`src/pci_pkg.sv`:
```
// Package of register offsets, field positions and reset values for the pin-change block
package pci_pkg;
  localparam int PCI_ADDR_W = 8;
  localparam int PCI_DATA_W = 8;
  localparam logic [7:0] PCI_OFS_PORT_C_MASK = 8'h6C;
  localparam logic [7:0] PCI_OFS_PORT_D_MASK = 8'h6D;
  localparam logic [7:0] PCI_OFS_FLAGS = 8'h6E;
  localparam logic [7:0] PCI_OFS_ENABLE = 8'h6F;
  localparam logic [7:0] PCI_OFS_GLOBAL = 8'h70;
  localparam logic [7:0] PCI_MASK_RESET = 8'h00;
  localparam logic [1:0] PCI_FLAGS_RESET = 2'h0;
  localparam logic [1:0] PCI_ENABLE_RESET = 2'h0;
  localparam logic PCI_GLOBAL_RESET = 1'b0;
  localparam int PCI_BIT_PORT_C = 0;
  localparam int PCI_BIT_PORT_D = 1;
  localparam int PCI_BIT_GLOBAL = 0;
  localparam int PCI_PORT_C_PINS = 6;
  localparam int PCI_PORT_D_PINS = 8;
endpackage
```
`src/pci_group_flag.sv`:
```
// Sticky group flag set by any enabled pin change, cleared by writing one
`timescale 1ns/100ps
module pci_group_flag #(
  parameter int WIDTH = 8
) (
  input wire logic clk,
  input wire logic reset,
  input wire logic [WIDTH-1:0] changed,
  input wire logic [WIDTH-1:0] mask,
  input wire logic clear,
  output logic flag
);
  logic flag_q;
  logic hit;

  if (WIDTH < 1) begin
    $error("pci_group_flag: WIDTH must be at least 1");
  end

  assign hit = |(changed & mask);

  // A change in the clearing cycle wins over the clear
  always_ff @(posedge clk) begin
    if (reset) begin
      flag_q <= 1'b0;
    end else if (hit) begin
      flag_q <= 1'b1;
    end else if (clear) begin
      flag_q <= 1'b0;
    end
  end

  assign flag = flag_q;
endmodule

```
`src/pci_pin_change_irq.sv`:
```
// Top of the pin-change interrupt block for port C and port D pin groups
// Behaviour
// - Port C mask bits 5..0 enable pin changes
// - Enabled port C change sets group flag
// - Request needs flag, group enable, global enable
// - Cleared mask bit ignores that pin
// - Port D mask at 0x6D, reset zero
// - Port D mask bit n enables pin n
// - Port C mask at 0x6C, reset zero
//
// Chosen here: strobed register access.
`timescale 1ns/100ps
module pci_pin_change_irq
  import pci_pkg::*;
#(
  parameter int C_PINS = PCI_PORT_C_PINS,
  parameter int D_PINS = PCI_PORT_D_PINS
) (
  input wire logic clk,
  input wire logic reset,
  input wire logic [PCI_ADDR_W-1:0] regAddr,
  input wire logic [PCI_DATA_W-1:0] regWrData,
  input wire logic regWrite,
  input wire logic regRead,
  output logic [PCI_DATA_W-1:0] regRdData,
  input wire logic [C_PINS-1:0] portCPins,
  input wire logic [D_PINS-1:0] portDPins,
  output logic portCGroupIrq,
  output logic portDGroupIrq,
  output logic irq
);
  logic [PCI_DATA_W-1:0] portCChangeMask_q;
  logic [PCI_DATA_W-1:0] portDChangeMask_q;
  logic [1:0] groupEnable_q;
  logic globalEnable_q;
  logic [PCI_DATA_W-1:0] regRdData_q;
  logic [PCI_DATA_W-1:0] regRdData_d;
  logic [C_PINS-1:0] portCChanged;
  logic [D_PINS-1:0] portDChanged;
  logic portCGroupFlag;
  logic portDGroupFlag;
  logic flagWrite;
  logic [1:0] flags;

  // Port C has six pins behind its mask; more could not be served
  if (C_PINS < 1 || C_PINS > PCI_PORT_C_PINS) begin
    $error("pci_pin_change_irq: C_PINS must be 1 to 6");
  end
  if (D_PINS < 1 || D_PINS > PCI_DATA_W) begin
    $error("pci_pin_change_irq: D_PINS must be 1 to 8");
  end

  // Mask registers; all eight bits of each are software read/write
  always_ff @(posedge clk) begin
    if (reset) begin
      portCChangeMask_q <= PCI_MASK_RESET;
    end else if (regWrite && regAddr == PCI_OFS_PORT_C_MASK) begin
      portCChangeMask_q <= regWrData;
    end
  end

  always_ff @(posedge clk) begin
    if (reset) begin
      portDChangeMask_q <= PCI_MASK_RESET;
    end else if (regWrite && regAddr == PCI_OFS_PORT_D_MASK) begin
      portDChangeMask_q <= regWrData;
    end
  end

  always_ff @(posedge clk) begin
    if (reset) begin
      groupEnable_q <= PCI_ENABLE_RESET;
    end else if (regWrite && regAddr == PCI_OFS_ENABLE) begin
      groupEnable_q <= regWrData[1:0];
    end
  end

  always_ff @(posedge clk) begin
    if (reset) begin
      globalEnable_q <= PCI_GLOBAL_RESET;
    end else if (regWrite && regAddr == PCI_OFS_GLOBAL) begin
      globalEnable_q <= regWrData[PCI_BIT_GLOBAL];
    end
  end

  pci_pin_sync #(.WIDTH(C_PINS)) portCSync (
    .clk(clk),
    .reset(reset),
    .pinIn(portCPins),
    .changed(portCChanged)
  );

  pci_pin_sync #(.WIDTH(D_PINS)) portDSync (
    .clk(clk),
    .reset(reset),
    .pinIn(portDPins),
    .changed(portDChanged)
  );

  assign flagWrite = regWrite && regAddr == PCI_OFS_FLAGS;

  // Mask bit n gates pin n only; bits 7..6 of port C have no pin here
  pci_group_flag #(.WIDTH(C_PINS)) portCFlag (
    .clk(clk),
    .reset(reset),
    .changed(portCChanged),
    .mask(portCChangeMask_q[C_PINS-1:0]),
    .clear(flagWrite && regWrData[PCI_BIT_PORT_C]),
    .flag(portCGroupFlag)
  );

  pci_group_flag #(.WIDTH(D_PINS)) portDFlag (
    .clk(clk),
    .reset(reset),
    .changed(portDChanged),
    .mask(portDChangeMask_q[D_PINS-1:0]),
    .clear(flagWrite && regWrData[PCI_BIT_PORT_D]),
    .flag(portDGroupFlag)
  );

  assign flags = {portDGroupFlag, portCGroupFlag};

  // Group enable acts as the mask; global enable gates both requests
  assign portCGroupIrq = portCGroupFlag && groupEnable_q[PCI_BIT_PORT_C] && globalEnable_q;
  assign portDGroupIrq = portDGroupFlag && groupEnable_q[PCI_BIT_PORT_D] && globalEnable_q;
  assign irq = portCGroupIrq || portDGroupIrq;

  // Unmapped addresses read as zero
  always_comb begin
    regRdData_d = '0;
    case (regAddr)
      PCI_OFS_PORT_C_MASK: regRdData_d = portCChangeMask_q;
      PCI_OFS_PORT_D_MASK: regRdData_d = portDChangeMask_q;
      PCI_OFS_FLAGS: regRdData_d = {6'h00, flags};
      PCI_OFS_ENABLE: regRdData_d = {6'h00, groupEnable_q};
      PCI_OFS_GLOBAL: regRdData_d = {7'h00, globalEnable_q};
      default: regRdData_d = '0;
    endcase
  end

  // Read data stands only in the cycle after the strobe
  always_ff @(posedge clk) begin
    if (reset) begin
      regRdData_q <= '0;
    end else if (regRead) begin
      regRdData_q <= regRdData_d;
    end else begin
      regRdData_q <= '0;
    end
  end

  assign regRdData = regRdData_q;
endmodule

```
`src/pci_pin_sync.sv`:
```
// Two-stage synchroniser with change detection for a group of pins
`timescale 1ns/100ps
module pci_pin_sync #(
  parameter int WIDTH = 8
) (
  input wire logic clk,
  input wire logic reset,
  input wire logic [WIDTH-1:0] pinIn,
  output logic [WIDTH-1:0] changed
);
  logic [WIDTH-1:0] meta_q;
  logic [WIDTH-1:0] sync_q;
  logic [WIDTH-1:0] prev_q;
  logic primed_q;

  // Refused at elaboration, before any logic is built
  if (WIDTH < 1) begin
    $error("pci_pin_sync: WIDTH must be at least 1");
  end

  always_ff @(posedge clk) begin
    if (reset) begin
      meta_q <= '0;
      sync_q <= '0;
      prev_q <= '0;
      primed_q <= 1'b0;
    end else begin
      meta_q <= pinIn;
      sync_q <= meta_q;
      prev_q <= sync_q;
      primed_q <= 1'b1;
    end
  end

  // Gate only the first cycle after reset, where sync_q and prev_q are still zero; a pin high at release still counts; both edges count
  assign changed = primed_q ? (sync_q ^ prev_q) : '0;
endmodule

```
`config.mk`:
```
export PLATFORM = sky130hd
export DESIGN_NAME = pci_pin_change_irq
export DESIGN_NICKNAME = d
export VERILOG_FILES = /design/src/pci_pkg.sv /design/src/pci_group_flag.sv /design/src/pci_pin_change_irq.sv /design/src/pci_pin_sync.sv
export SDC_FILE = /design/constraint.sdc
export NUM_CORES = 1
export LEC_CHECK = 0
export BUFFER_PORTS_ARGS = -buffer_cell sky130_fd_sc_hd__buf_4
export CORE_ASPECT_RATIO = 1.4
export CORE_MARGIN = 8
export CORE_UTILIZATION = 40
export DETAILED_ROUTE_END_ITERATION = 10
export PLACE_DENSITY = 0.59
export SLEW_MARGIN = 10
export SYNTH_ARGS = -nofsm -noshare
export SYNTH_HDL_FRONTEND = slang
export SYNTH_SLANG_ARGS = --single-unit
```
`constraint.sdc`:
```
create_clock -name clk -period 1.6 [get_ports clk]
set_clock_uncertainty 0.15 [all_clocks]
set_input_delay 0.4 -clock clk [delete_from_list [all_inputs] [get_ports clk]]
set_output_delay 0.4 -clock clk [all_outputs]
set_load 0.005 [all_outputs]
```
==> impl_metrics.env <==
export IMPL_status="finished, violations left"
export IMPL_violations="negative setup slack"
export IMPL_grt_ovfl_total=0
export IMPL_cts_root_buffer="sky130_fd_sc_hd__clkbuf_8"
export IMPL_floorplan_rows=34
export IMPL_worst_path_stages=3
export IMPL_place_detailed_hpwl_um=3420
export IMPL_ys_seq_area_share_pct=56.2
export IMPL_synth_simple_gate_area_share_pct=22.0
export IMPL_routed_wire_length_um=4810
export IMPL_power_static_leakage_nw=1.45
export IMPL_crit_slowest_cell="sky130_fd_sc_hd__dfxtp_2"
export IMPL_cts_root_to_sink_buffers=2
export IMPL_initial_drc_count=100
export IMPL_route_vias_total=1678
export IMPL_yosys_area_share_adder_pct=0
export IMPL_fin_hold_ws_ns=0.124
export IMPL_cts_made_buffers=9
export IMPL_cp_end_kind="primary output"
export IMPL_grt_antenna_before_repair=0
export IMPL_die_w_um=83.7
export IMPL_ys_seq_elements=72
export IMPL_drc=0
export IMPL_avg_vias_per_cell=4.61
export IMPL_detailedRoute_firstPassIterationCount=4
export IMPL_route_detailed_wl_per_inst_um=13.2
export IMPL_grtUsageTotal_pct=10.7
export IMPL_synth_net_count=260
export IMPL_max_cap_viol_count=0
export IMPL_worst_endpoint_required_ns=1.05
export IMPL_route_antenna_remaining_nets=0
export IMPL_clk_pin_slew_ns=0.07
export IMPL_min_delay_path_class="primary input to flop"
export IMPL_design_final_nets=321
export IMPL_cp_top_delay_family="simple AND/OR/NAND/NOR gates"
export IMPL_synthesis_area_um2=2560
export IMPL_timing_critical_path_buf_inv=1
export IMPL_synth_xor_xnor_area_share_pct=4.78
export IMPL_r2r_worst_path_cells=3
export IMPL_antenna_diode_count=0
export IMPL_worst_setup_path_start_kind="flop"
export IMPL_initial_cell_density_of_the_core_pct=41.3
export IMPL_max_stage_delay_ns=0.32
export IMPL_ir_drop_v=0.000681
export IMPL_final_critical_path_setup_slack_ns=-0.120
export IMPL_hold_buffers=0
export IMPL_critPathMaxFanout=2
export IMPL_postSynthCellCount=226
export IMPL_worstPathCellList="and3_4 > or2_4 > buf_6"
export IMPL_cellPowerDensity_nw_per_um2=1070
export IMPL_clk_insertion_delay_late_ns=0.33
export IMPL_max_slew_margin_rel_pct=76.7
export IMPL_instances_no_fill=364
export IMPL_area_growth_syn_to_layout_pct=29.9
export IMPL_fillerInstances=571
export IMPL_grt_max_degree=63
export IMPL_clock_tree_htree_level_count=3
export IMPL_die_area_um2=9260
export IMPL_gp_routability_congestion=0.775
export IMPL_portBuffers=44
export IMPL_cts_tree="built"
export IMPL_netlist_cell_type_count=28
export IMPL_worstPathArrival_ns=1.17
export IMPL_fmax_ghz=0.581
export IMPL_postSynthAreaPerCell_um2=11.3
export IMPL_grt_pass1_vias=1686
export IMPL_hold_depth=2
export IMPL_place_inst=343
export IMPL_power_consumption_w=0.00357
export IMPL_final_max_slew_violation_count=0
export IMPL_ioPinCount=45
export IMPL_timing_setup_critical_path_class="flop to primary output"
export IMPL_finalHoldViolCount=0
export IMPL_largest_family_of_logic_cells_by_synthesized_area="simple AND/OR/NAND/NOR gates"
export IMPL_setup_tns_ns=-0.121
export IMPL_grt_first_pass_wirelength_um=8000
export IMPL_synth_warning_count=0
export IMPL_clock_sinks=72
export IMPL_synth_mux_area_fraction_pct=11.5
export IMPL_post_route_period_util_pct=108
export IMPL_rsz0062_at_grt="yes"
export IMPL_timing_worst_slew_pin_value_ns=0.347
export IMPL_min_period_ns=1.72
export IMPL_synth_compound_gate_area_share_pct=3.03
export IMPL_die_height_um=111
export IMPL_timing_final_setup_violations=2
export IMPL_floorplan_core_area_um2=6210
export IMPL_final_layout_size_suffix_gt1_share_pct=30.5
-- placed cells by master, fill, tap and decap left out, drive strengths merged, types with 2 or more instances in the layout --
cell type  count
xor2          14
nor4           3
nand4b         2
nand4          5
nor2b         43
and3           2
dfxtp         72
mux2i         25
clkbuf        13
a32o           2
nor2          26
bufinv         2
buf           60
inv            3
mux4           2
a22oi          7
-- per-stage QoR --
| step | cell area (µm²) | worst slack, ns | util (%) |
|---|---|---|---|
| after global routing | 3330 | -0.171 | 53.6 |
| final | 3330 | -0.120 | 53.6 |
| after detailed placement | 3050 | -0.152 | 49.1 |
| after CTS | 3320 | -0.148 | 53.4 |
| after floorplan | 2570 | -0.0499 | - |
| after global placement | 3050 | -0.127 | 49.1 |
-- final timing paths --
kind | start | end | slack (ns)
hold / removal | portDPins[3] | portDSync.meta_q[3] | 0.12
setup reg to reg | portDFlag.flag | regRdData[1] | 0.30
hold reg to reg | portDSync.meta_q[7] | portDSync.sync_q[7] | 0.28
setup / recovery | portCFlag.flag | irq | -0.12
-- power breakdown --
| part | leakage (nW) | switching (W) | internal, W |
|---|---|---|---|
| registers | 0.590 | 0.0000157 | 0.00184 |
| logic | 0.748 | 0.0000847 | 0.000114 |
| clock network | 0.108 | 0.000602 | 0.000920 |
-- routing by layer --
metal  global-route usage, %  up-vias  wire length (µm)
met5                       0        -                 0
met2                    17.4       41              2350
li1                        -      876                 -
met4                    7.28        0                82
met1                    11.3      756              2090
met3                    3.68        5               293
-- registers in the layout, summed over array words and instances, names as in the netlist, 2 cells and up --
register / cells
portCChangeMask_q: 8
portDChangeMask_q: 8
portDSync.meta_q: 8
portDSync.prev_q: 8
portDSync.sync_q: 8
regRdData: 8
portCSync.meta_q: 6
portCSync.prev_q: 6
portCSync.sync_q: 6
groupEnable_q: 2
-- worst reg2reg max path, delay by kind of cell (launching register included) --
family	cells	cell delay, ns
muxes	1	0.45
DFF	1	0.32
and+or+nand+nor	1	0.15
buffers and inverters	1	0.13
-- layout make-up --
| type | count | area (µm²) | area share (%) |
|---|---|---|---|
| Inverter | 3 | 11.3 | 0.338 |
| Timing Repair Buffer | 60 | 495 | 14.9 |
| Clock inverter | 3 | 65.1 | 1.95 |
| Sequential cell | 72 | 1450 | 43.5 |
| Tap cell | 72 | 90.1 | 2.71 |
| Multi-Input combinational cell | 141 | 1070 | 32.2 |
| Clock buffer | 13 | 149 | 4.47 |
-- synth_stat cells --
cell type                   n  area share (%)
sky130_fd_sc_hd__inv_2      2            0.29
sky130_fd_sc_hd__and3_1     2            0.49
sky130_fd_sc_hd__dfxtp_1   72              56
sky130_fd_sc_hd__a22oi_1    7             2.0
sky130_fd_sc_hd__nor2_1    26             3.8
sky130_fd_sc_hd__nand2_1    1            0.15
sky130_fd_sc_hd__xor2_1    14             4.8
sky130_fd_sc_hd__buf_6      2            0.88
sky130_fd_sc_hd__nor4_4     2             1.7
sky130_fd_sc_hd__nor2b_1   43              10
sky130_fd_sc_hd__a32o_1     2            0.78
sky130_fd_sc_hd__and3b_1    1            0.34
sky130_fd_sc_hd__nand4b_4   1            0.93
sky130_fd_sc_hd__clkbuf_1   8             1.2
sky130_fd_sc_hd__or3_1      1            0.24
sky130_fd_sc_hd__nand4b_1   1            0.34
sky130_fd_sc_hd__nand2b_1   1            0.24
sky130_fd_sc_hd__mux2i_1   25             9.8
sky130_fd_sc_hd__nor3b_1    1            0.29
sky130_fd_sc_hd__or4_1      1            0.29
sky130_fd_sc_hd__nor4_1     1            0.24
sky130_fd_sc_hd__or2_2      1            0.24
sky130_fd_sc_hd__nand3_1    1            0.20
sky130_fd_sc_hd__nand3b_4   1            0.78
sky130_fd_sc_hd__nand4_1    5             1.2
sky130_fd_sc_hd__inv_1      1            0.15
sky130_fd_sc_hd__a21oi_1    1            0.20
sky130_fd_sc_hd__mux4_2     2             1.8
-- cell families (layout without fill, tap and decap cells) --
logic type | after synthesis | in the layout
buf+inv | 13 | 79
flops | 72 | 72
simple gates | 90 | 90
xor+xnor | 14 | 14
mux | 27 | 27
compound gates | 10 | 10
-- repair_timing --
action | in CTS | in global routing
setup buffers | 4 | 1
gates resized for setup | 8 | 2
pin swaps | 1 | 2
setup endpoints to repair | 1 | 1
hold endpoints to repair | 0 | 0
(Power assumes the default switching activity.)
